## src/axis_pkg.sv

```systemverilog
// constants, register map and carrier types for the axis pulse block
// assumes a single 40 MHz controller clock and a plain register port
package axis_pkg;

    // ****************************************************************
    // sizes
    // ****************************************************************
    localparam int NUM_AXES   = 5;
    localparam int NUM_ALM    = 6;
    localparam int DATA_W     = 16;
    localparam int ADDR_W     = 8;
    localparam int ACC_W      = 32;
    localparam int TMR_W      = 19;
    localparam int RAMP_STEPS = 3;

    // ****************************************************************
    // register offsets (word index on the plain port)
    // ****************************************************************
    localparam logic [ADDR_W-1:0] OFS_GEAR_MUL  = 8'h00;
    localparam logic [ADDR_W-1:0] OFS_GEAR_DIV  = 8'h05;
    localparam logic [ADDR_W-1:0] OFS_BL_AMT    = 8'h0a;
    localparam logic [ADDR_W-1:0] OFS_BL_RATE   = 8'h0f;
    localparam logic [ADDR_W-1:0] OFS_BL_MODE   = 8'h14;
    localparam logic [ADDR_W-1:0] OFS_DIR_INV   = 8'h15;
    localparam logic [ADDR_W-1:0] OFS_ALM_POL   = 8'h16;
    localparam logic [ADDR_W-1:0] OFS_ALM_MASK  = 8'h17;
    localparam logic [ADDR_W-1:0] OFS_ALM_STAT  = 8'h18;
    localparam logic [ADDR_W-1:0] OFS_BL_BUSY   = 8'h19;

    // ****************************************************************
    // field positions
    // ****************************************************************
    localparam int BIT_WAIT     = 0;
    localparam int BIT_RAMP     = 1;
    localparam int DIR_INV_LSB  = 1;
    localparam int ALM_SPINDLE  = 5;
    localparam int BIT_SPINDLE_ALARM_IGNORE     = 4;
    localparam int BIT_FEED_ALARM_IGNORE     = 7;

    // ****************************************************************
    // reset values
    // ****************************************************************
    localparam logic [DATA_W-1:0] RST_GEAR    = 16'h0001;
    localparam logic [DATA_W-1:0] RST_BL_AMT  = 16'h0000;
    localparam logic [DATA_W-1:0] RST_BL_RATE = 16'h0001;
    localparam logic [7:0]        RST_BITS    = 8'h00;

    // ****************************************************************
    // types
    // ****************************************************************
    typedef struct packed {
        logic [ADDR_W-1:0] addr;
        logic [DATA_W-1:0] wdata;
        logic              wr;
        logic              rd;
    } reg_req_t;

    typedef enum {BL_IDLE, BL_ISSUE} bl_state_t;

endpackage

```

## src/axis_pulse_gear_backlash_alarm.sv

```systemverilog
// pulse gear, backlash insertion, direction inversion and drive alarms
// assumes cmd_pulse/cmd_dir and drv_alarm_in are synchronous to mclk
// Behaviour
// - scale every axis's commanded pulses by its programmable gear ratio
// - five multipliers, five divisors; output count equals input times mul over div
// - on reversal, insert the axis's backlash amount as extra pulses
// - per-axis rate setting paces the backlash pulses
// - wait bit set: hold next block until backlash pulses finish
// - ramp bit set: accelerate/decelerate backlash pulses; clear: fixed rate
// - direction bit set inverts that axis's direction output
// - alarm raised when drive alarm input equals its polarity bit
// - raised alarm stays latched until operator reset
// - spindle mask bit set ignores spindle alarm input
// - feed mask bit set ignores all feed axis alarm inputs
`timescale 1ns/1ps
module axis_pulse_gear_backlash_alarm
    import axis_pkg::*;
(
    input  wire logic                  mclk,
    input  wire logic                  arst_n,
    input  wire reg_req_t              req,
    output logic [DATA_W-1:0]          rdata,
    input  wire logic [NUM_AXES-1:0]   cmd_pulse,
    input  wire logic [NUM_AXES-1:0]   cmd_dir,
    output logic [NUM_AXES-1:0]        drv_pulse,
    output logic [NUM_AXES-1:0]        drv_dir,
    input  wire logic [NUM_ALM-1:0]    drv_alarm_in,
    input  wire logic                  operator_reset,
    output logic [NUM_ALM-1:0]         alarm_out,
    output logic                       alarm_any,
    output logic                       block_hold
);

    // ****************************************************************
    // helpers
    // ****************************************************************
    function automatic logic in_bank(input logic [ADDR_W-1:0] a,
                                     input logic [ADDR_W-1:0] base);
        in_bank = (a >= base) && (a < base + 8'(NUM_AXES));
    endfunction

    // slow start and slow finish, never below one cycle
    function automatic logic [TMR_W-1:0] bl_period(input logic [DATA_W-1:0] rate,
                                                   input logic              ramp,
                                                   input logic [DATA_W-1:0] done,
                                                   input logic [DATA_W-1:0] left);
        logic [DATA_W-1:0] r;
        logic [DATA_W-1:0] edge_dist;
        logic [2:0]        f;
        r         = (rate == 16'h0000) ? 16'h0001 : rate;
        edge_dist = (done < left - 16'h0001) ? done : left - 16'h0001;
        if (!ramp) begin
            f = 3'h1;
        end else if (edge_dist >= 16'(RAMP_STEPS)) begin
            f = 3'h1;
        end else begin
            f = 3'(RAMP_STEPS + 1) - edge_dist[2:0];
        end
        bl_period = TMR_W'(r) * TMR_W'(f);
    endfunction

    // ****************************************************************
    // registers
    // ****************************************************************
    logic [DATA_W-1:0] gear_mul_r [NUM_AXES];
    logic [DATA_W-1:0] gear_div_r [NUM_AXES];
    logic [DATA_W-1:0] bl_amt_r   [NUM_AXES];
    logic [DATA_W-1:0] bl_rate_r  [NUM_AXES];
    logic [7:0]        bl_mode_r;
    logic [7:0]        dir_inv_r;
    logic [7:0]        alm_pol_r;
    logic [7:0]        alm_mask_r;
    logic [NUM_ALM-1:0] alarm_r;

    logic [ACC_W-1:0]  acc_r      [NUM_AXES];
    bl_state_t         bl_st_r    [NUM_AXES];
    logic [DATA_W-1:0] bl_left_r  [NUM_AXES];
    logic [DATA_W-1:0] bl_done_r  [NUM_AXES];
    logic [TMR_W-1:0]  bl_tmr_r   [NUM_AXES];
    logic [NUM_AXES-1:0] last_dir_r;
    logic [NUM_AXES-1:0] bl_dir_r;

    logic [NUM_AXES-1:0] gear_ready;
    logic [NUM_AXES-1:0] gear_fire;
    logic [NUM_AXES-1:0] rev_bl;
    logic [NUM_AXES-1:0] bl_fire;
    logic [NUM_AXES-1:0] bl_busy;
    logic [NUM_ALM-1:0]  alm_raw;
    logic [DATA_W-1:0]   rdata_nxt;

    always_ff @(posedge mclk or negedge arst_n) begin
        if (!arst_n) begin
            for (int i = 0; i < NUM_AXES; i++) begin
                gear_mul_r[i] <= RST_GEAR;
                gear_div_r[i] <= RST_GEAR;
                bl_amt_r[i]   <= RST_BL_AMT;
                bl_rate_r[i]  <= RST_BL_RATE;
            end
            bl_mode_r  <= RST_BITS;
            dir_inv_r  <= RST_BITS;
            alm_pol_r  <= RST_BITS;
            alm_mask_r <= RST_BITS;
        end else if (req.wr) begin
            if (in_bank(req.addr, OFS_GEAR_MUL)) begin
                gear_mul_r[3'(req.addr - OFS_GEAR_MUL)] <= req.wdata;
            end
            if (in_bank(req.addr, OFS_GEAR_DIV)) begin
                gear_div_r[3'(req.addr - OFS_GEAR_DIV)] <= req.wdata;
            end
            if (in_bank(req.addr, OFS_BL_AMT)) begin
                bl_amt_r[3'(req.addr - OFS_BL_AMT)] <= req.wdata;
            end
            if (in_bank(req.addr, OFS_BL_RATE)) begin
                bl_rate_r[3'(req.addr - OFS_BL_RATE)] <= req.wdata;
            end
            if (req.addr == OFS_BL_MODE) begin
                bl_mode_r <= req.wdata[7:0];
            end
            if (req.addr == OFS_DIR_INV) begin
                dir_inv_r <= req.wdata[7:0];
            end
            if (req.addr == OFS_ALM_POL) begin
                alm_pol_r <= req.wdata[7:0];
            end
            if (req.addr == OFS_ALM_MASK) begin
                alm_mask_r <= req.wdata[7:0];
            end
        end
    end

    // ****************************************************************
    // read port
    // ****************************************************************
    always_comb begin
        rdata_nxt = '0;
        if (in_bank(req.addr, OFS_GEAR_MUL)) begin
            rdata_nxt = gear_mul_r[3'(req.addr - OFS_GEAR_MUL)];
        end else if (in_bank(req.addr, OFS_GEAR_DIV)) begin
            rdata_nxt = gear_div_r[3'(req.addr - OFS_GEAR_DIV)];
        end else if (in_bank(req.addr, OFS_BL_AMT)) begin
            rdata_nxt = bl_amt_r[3'(req.addr - OFS_BL_AMT)];
        end else if (in_bank(req.addr, OFS_BL_RATE)) begin
            rdata_nxt = bl_rate_r[3'(req.addr - OFS_BL_RATE)];
        end else if (req.addr == OFS_BL_MODE) begin
            rdata_nxt = {8'h00, bl_mode_r};
        end else if (req.addr == OFS_DIR_INV) begin
            rdata_nxt = {8'h00, dir_inv_r};
        end else if (req.addr == OFS_ALM_POL) begin
            rdata_nxt = {8'h00, alm_pol_r};
        end else if (req.addr == OFS_ALM_MASK) begin
            rdata_nxt = {8'h00, alm_mask_r};
        end else if (req.addr == OFS_ALM_STAT) begin
            rdata_nxt = {10'h000, alarm_r};
        end else if (req.addr == OFS_BL_BUSY) begin
            rdata_nxt = {11'h000, bl_busy};
        end
    end

    // read data live one cycle only
    always_ff @(posedge mclk or negedge arst_n) begin
        if (!arst_n) begin
            rdata <= '0;
        end else begin
            rdata <= req.rd ? rdata_nxt : '0;
        end
    end

    // ****************************************************************
    // per-axis decisions
    // ****************************************************************
    always_comb begin
        for (int i = 0; i < NUM_AXES; i++) begin
            // credit available for one output pulse
            gear_ready[i] = (gear_div_r[i] != 16'h0000) &&
                            (acc_r[i] >= ACC_W'(gear_div_r[i]));
            bl_busy[i]    = (bl_st_r[i] == BL_ISSUE);
            rev_bl[i]     = gear_ready[i] && !bl_busy[i] &&
                            (cmd_dir[i] != last_dir_r[i]) &&
                            (bl_amt_r[i] != 16'h0000);
            gear_fire[i]  = gear_ready[i] && !bl_busy[i] && !rev_bl[i];
            bl_fire[i]    = bl_busy[i] && (bl_tmr_r[i] == '0);
        end
    end

    // ****************************************************************
    // gear accumulator
    // ****************************************************************
    // one output per cycle; ratios above one queue credit in the accumulator
    always_ff @(posedge mclk or negedge arst_n) begin
        if (!arst_n) begin
            for (int i = 0; i < NUM_AXES; i++) begin
                acc_r[i] <= '0;
            end
        end else begin
            for (int i = 0; i < NUM_AXES; i++) begin
                acc_r[i] <= acc_r[i]
                          + (cmd_pulse[i] ? ACC_W'(gear_mul_r[i]) : '0)
                          - (gear_fire[i] ? ACC_W'(gear_div_r[i]) : '0);
            end
        end
    end

    // ****************************************************************
    // backlash sequencer
    // ****************************************************************
    always_ff @(posedge mclk or negedge arst_n) begin
        if (!arst_n) begin
            for (int i = 0; i < NUM_AXES; i++) begin
                bl_st_r[i]   <= BL_IDLE;
                bl_left_r[i] <= '0;
                bl_done_r[i] <= '0;
                bl_tmr_r[i]  <= '0;
            end
            last_dir_r <= '0;
            bl_dir_r   <= '0;
        end else begin
            for (int i = 0; i < NUM_AXES; i++) begin
                if (gear_fire[i]) begin
                    last_dir_r[i] <= cmd_dir[i];
                end
                unique case (bl_st_r[i])
                    BL_IDLE: begin
                        if (rev_bl[i]) begin
                            bl_st_r[i]    <= BL_ISSUE;
                            bl_left_r[i]  <= bl_amt_r[i];
                            bl_done_r[i]  <= '0;
                            bl_dir_r[i]   <= cmd_dir[i];
                            last_dir_r[i] <= cmd_dir[i];
                            // first spacing from ramp or fixed rate
                            bl_tmr_r[i]   <= bl_period(bl_rate_r[i], bl_mode_r[BIT_RAMP],
                                                       16'h0000, bl_amt_r[i]) - TMR_W'(1);
                        end
                    end
                    BL_ISSUE: begin
                        if (bl_fire[i]) begin
                            bl_left_r[i] <= bl_left_r[i] - 16'h0001;
                            bl_done_r[i] <= bl_done_r[i] + 16'h0001;
                            if (bl_left_r[i] == 16'h0001) begin
                                bl_st_r[i] <= BL_IDLE;
                            end
                            // rate register paces the next pulse
                            bl_tmr_r[i] <= bl_period(bl_rate_r[i], bl_mode_r[BIT_RAMP],
                                                     bl_done_r[i] + 16'h0001,
                                                     bl_left_r[i] - 16'h0001) - TMR_W'(1);
                        end else begin
                            bl_tmr_r[i] <= bl_tmr_r[i] - TMR_W'(1);
                        end
                    end
                endcase
            end
        end
    end

    // ****************************************************************
    // drive outputs
    // ****************************************************************
    always_ff @(posedge mclk or negedge arst_n) begin
        if (!arst_n) begin
            drv_pulse <= '0;
            drv_dir   <= '0;
        end else begin
            for (int i = 0; i < NUM_AXES; i++) begin
                drv_pulse[i] <= gear_fire[i] | bl_fire[i];
                if (bl_fire[i]) begin
                    drv_dir[i] <= bl_dir_r[i] ^ dir_inv_r[DIR_INV_LSB + i];
                end else if (gear_fire[i]) begin
                    drv_dir[i] <= cmd_dir[i] ^ dir_inv_r[DIR_INV_LSB + i];
                end
            end
        end
    end

    assign block_hold = bl_mode_r[BIT_WAIT] && (|bl_busy);

    // ****************************************************************
    // drive alarms
    // ****************************************************************
    always_comb begin
        for (int i = 0; i < NUM_ALM; i++) begin
            alm_raw[i] = (drv_alarm_in[i] == alm_pol_r[i]);
        end
        if (alm_mask_r[BIT_FEED_ALARM_IGNORE]) begin
            alm_raw[NUM_AXES-1:0] = '0;
        end
        if (alm_mask_r[BIT_SPINDLE_ALARM_IGNORE]) begin
            alm_raw[ALM_SPINDLE] = 1'b0;
        end
    end

    // a live alarm during operator reset stays set
    always_ff @(posedge mclk or negedge arst_n) begin
        if (!arst_n) begin
            alarm_r <= '0;
        end else begin
            alarm_r <= (alarm_r & ~{NUM_ALM{operator_reset}}) | alm_raw;
        end
    end

    assign alarm_out = alarm_r;
    assign alarm_any = |alarm_r;
endmodule // axis_pulse_gear_backlash_alarm

```

## config.mk

```make
export PLATFORM = sky130hd
export DESIGN_NAME = axis_pulse_gear_backlash_alarm
export DESIGN_NICKNAME = d
export VERILOG_FILES = /design/src/axis_pkg.sv /design/src/axis_pulse_gear_backlash_alarm.sv
export SDC_FILE = /design/constraint.sdc
export NUM_CORES = 2
export LEC_CHECK = 0
export ABC_AREA = 1
export BUFFER_PORTS_ARGS = -buffer_cell sky130_fd_sc_hd__buf_2
export CORE_MARGIN = 2
export CORE_UTILIZATION = 35
export CTS_CLUSTER_SIZE = 10
export DETAILED_ROUTE_END_ITERATION = 10
export PLACE_DENSITY = 0.5
export SLEW_MARGIN = 15
export SYNTH_ARGS = -nofsm -noshare
export SYNTH_HDL_FRONTEND = slang
export SYNTH_SLANG_ARGS = --single-unit
```

## constraint.sdc

```tcl
create_clock -name mclk -period 8.7 [get_ports mclk]
set_input_delay 1.305 -clock mclk [delete_from_list [all_inputs] [get_ports mclk]]
set_output_delay 1.305 -clock mclk [all_outputs]
set_load 0.02 [all_outputs]
```

==> metrics.csv <==
metric,value,unit
htreeDepth,3,
synth_nets,11710,
slowest_delay,0.55,ns
grt_pass1_vias,68580,
post-route-period-util,91.43,%
whs_endpoint,alm_mask_r[5],
grt_pass1_wl,407500,um
synth-simple-area-share,23.11,%
clk_latency,0.79,ns
final_area,82870,um^2
initial_core_util,35.08,%
vias,70160,
crit_path_end_kind,register,
die_w,469.9,um
wl,264400,um
cts.sinks,814,
grt_max_degree,139,
synth-main-ff-cell,dfrtp_1,
hold_viol,0,
synth_warnings,0,
nets,11640,
netlist_instances,10650,
first_iter_violations,5355,
numPortBuffers,78,
max-vdd-ir-drop,249.5,uV
hold_depth,2,
syn_avg_cell_area,7.130,um^2
critPathArrivalTime,8.57,ns
synth_top_family_by_area,simple AND/OR/NAND/NOR gates,
die_h,469.9,um
ant_nets,0,
startpoint_type,register,
post_drt_wl_per_cell,19.52,um
crit_path_start,bl_left_r[16],
viasPerCell,5.179,
power_leakage,41.17,nW
cap_violations,0,
hold_start,alm_mask_r[5],
die-area,220800,um^2
gp_congestion,0.9711,
drc_errors,0,
regToRegStartpoint,bl_left_r[16],
timing.rr.end,bl_tmr_r[34],
drv_slew,0,
core_area,216500,um^2
path_common_cell,nand2_1,
synth_seq_area_share,26.84,%
holdCritPathClass,register to register,
finish.utilization,38.27,%
p_per_area,236.6,nW/um^2
path_max_fanout,15,
status,finished clean,
fin_worst_hold_slack,0.4891,ns
worst_pin_slew,1.273,ns
setup_viol,0,
synth-xor-area-share,4.790,%
fin_skew,0.05044,ns
ys_async_sr_fraction,100.0,%
hpwl,208500,um
drt_first_pass_iters,6,
area_growth,9.093,%
crit_required,9.32,ns
rows,171,
path_class,register to register,
critPathBufInv,4,
slew_headroom,15.02,%
cp_slowest_cell,fa_1,
synthAdderAreaFrac,18.99,%
yosysUniqueCellTypes,73,
path_clk_slew,0.06,ns
antenna_found_initial,29,
drive_gt1_share,4.911,%
track_usage,23.50,%
synth-edff-count,0,
fmax,125.7,MHz
rsz0062_at_grt,false,
synth_compound_area_share,15.43,%
cts_buffers,109,
synth_area,75960,um^2
boundaryPins,79,
cts-root-buf,clkbuf_16,
globalRouteOverflowTotal,0,
ff2ff_path_depth,43,
placed_cell_area,79060,um^2
cpLargestDelayFamily,simple AND/OR/NAND/NOR gates,
finalSetupTns,0,ns
cts_tree,built,
r2r_slack,0.75,ns
cts_hold_buf,0,
synthMuxAreaShare,0.01318,%
min_period,7.955,ns
synth-seq-cells,814,
clockBufferDepth,3,
==> Yosys cell counts (all sizes together) (3+ instances only) <==
cell / count / area, um^2
a2111oi: 4 / 35.03
a211oi: 12 / 90.09
a21boi: 34 / 266.5
a21o: 23 / 172.7
a21oi: 622 / 3132
a221oi: 29 / 254.0
a22o: 5 / 43.79
a22oi: 4 / 30.03
a31oi: 64 / 400.4
a32o: 5 / 50.05
a41oi: 12 / 105.1
and2: 10 / 62.56
and3: 4 / 25.02
and3b: 4 / 35.03
buf: 75 / 436.7
clkbuf: 254 / 967.2
clkinv: 14 / 52.55
dfrtp: 799 / 19990
dfstp: 15 / 394.1
fa: 230 / 4604
ha: 785 / 9822
inv: 1803 / 6768
nand2: 2457 / 9353
nand3: 381 / 2042
nand3b: 14 / 105.1
nand4: 154 / 963.4
nor2: 891 / 3590
nor3: 127 / 686.9
nor3b: 7 / 52.55
nor4: 64 / 442.9
o2111ai: 17 / 148.9
o211ai: 34 / 255.2
o21a: 22 / 165.2
o21ai: 1055 / 5284
o21bai: 29 / 217.7
o221ai: 21 / 183.9
o22ai: 88 / 550.5
o311ai: 3 / 26.28
o31ai: 30 / 225.2
o41ai: 4 / 35.03
or2: 29 / 181.4
xnor2: 97 / 857.1
xor2: 315 / 2781
==> worst register-to-register path: cells and delay by family (launching register included) <==
| family | cells | cell delay [ns] |
|---|---|---|
| AOI/OAI and AO/OA | 8 | 1.67 |
| adders and majority gates | 6 | 2.03 |
| buffers and inverters | 4 | 0.52 |
| DFF | 1 | 0.50 |
| and+or+nand+nor | 25 | 3.13 |
==> logic make-up after synthesis <==
family                     Yosys count
and+or+nand+nor                   4144
buffers and inverters             2146
AOI/OAI and AO/OA                 2122
adders and majority gates         1015
DFF                                814
xor gates and xnor gates           412
muxes                                1
==> state kept, by name, summed over array words and instances (netlist names), named ones only <==
signal,cells
acc_r,160
alarm_out,6
alm_mask_r,8
alm_pol_r,8
bl_amt_r,80
bl_dir_r,5
bl_done_r,80
bl_left_r,80
bl_mode_r,8
bl_rate_r,80
bl_st_r,5
bl_tmr_r,95
dir_inv_r,8
drv_dir,5
drv_pulse,5
gear_div_r,80
gear_mul_r,80
rdata,16
==> where the power goes <==
group / leakage (nW) / switching (mW) / internal (mW)
registers: 9.40 / 0.510 / 4.46
clock network: 1.79 / 1.95 / 2.79
logic: 30.0 / 6.25 / 3.65
total: 41.2 / 8.71 / 10.9
==> per-layer routing <==
| metal | vias to the layer above | wire length (um) | global-route usage (%) |
|---|---|---|---|
| met5 | - | 13 | 0 |
| met4 | 2 | 11750 | 9.316 |
| met3 | 412 | 12040 | 2.433 |
| met2 | 1707 | 122300 | 39.00 |
| met1 | 33680 | 118400 | 31.30 |
| li1 | 34360 | - | - |
==> worst max-delay path by stage <==
| stage | end | slack [ns] | depth (start not counted) |
|---|---|---|---|
| detailed placement | bl_tmr_r[15] | 0.75 | 45 |
| global placement | bl_tmr_r[34] | 0.75 | 44 |
| finish | bl_tmr_r[34] | 0.75 | 43 |
| floorplan | bl_tmr_r[34] | 1.78 | 45 |
| global route | bl_tmr_r[34] | 0.03 | 45 |
| CTS | bl_tmr_r[15] | 0.72 | 45 |
==> area by class of cell <==
cell class                 count  area [um^2]
clock inverter                34        470.5
clock buffer                 167         3199
inverter                    1817         6820
fill                       23000       133700
tap                         2854         3571
timing repair buffer         143        965.9
antenna                       23        57.56
sequential                   814        20390
multi-input combinational   7695        47390
==> layout by cell type (no fill, tap or decap), drive strengths merged, types with 30 or more instances in the layout <==
| cell | n |
|---|---|
| a21oi | 622 |
| nand2 | 2457 |
| nor4 | 64 |
| nor3 | 127 |
| o21ai | 1055 |
| inv | 1806 |
| nand4 | 154 |
| clkbuf | 167 |
| a31oi | 64 |
| a21boi | 35 |
| dfrtp | 799 |
| buf | 143 |
| fa | 230 |
| clkinv | 32 |
| o22ai | 88 |
| o31ai | 30 |
| xor2 | 315 |
| xnor2 | 97 |
| o211ai | 34 |
| nor2 | 891 |
| nand3 | 381 |
| ha | 785 |
==> what timing repair did <==
| item | CTS | global route |
|---|---|---|
| buffers inserted | 0 | 4 |
| resized for setup | 0 | 3 |
| endpoints found under the setup margin | 0 | 6 |
| endpoints found under the hold margin | 0 | 0 |
==> through the flow <==
stage,power [mW],setup slack (ns),std cells
2_1_floorplan,12.33,1.780,10650
3_3_place_gp,14.82,0.7518,13320
3_5_place_dp,14.92,0.7451,13320
4_1_cts,19.79,0.7242,13520
5_1_grt,21.43,0.03025,13540
6_report,19.61,0.7453,13550
(Power assumes the default switching activity.)
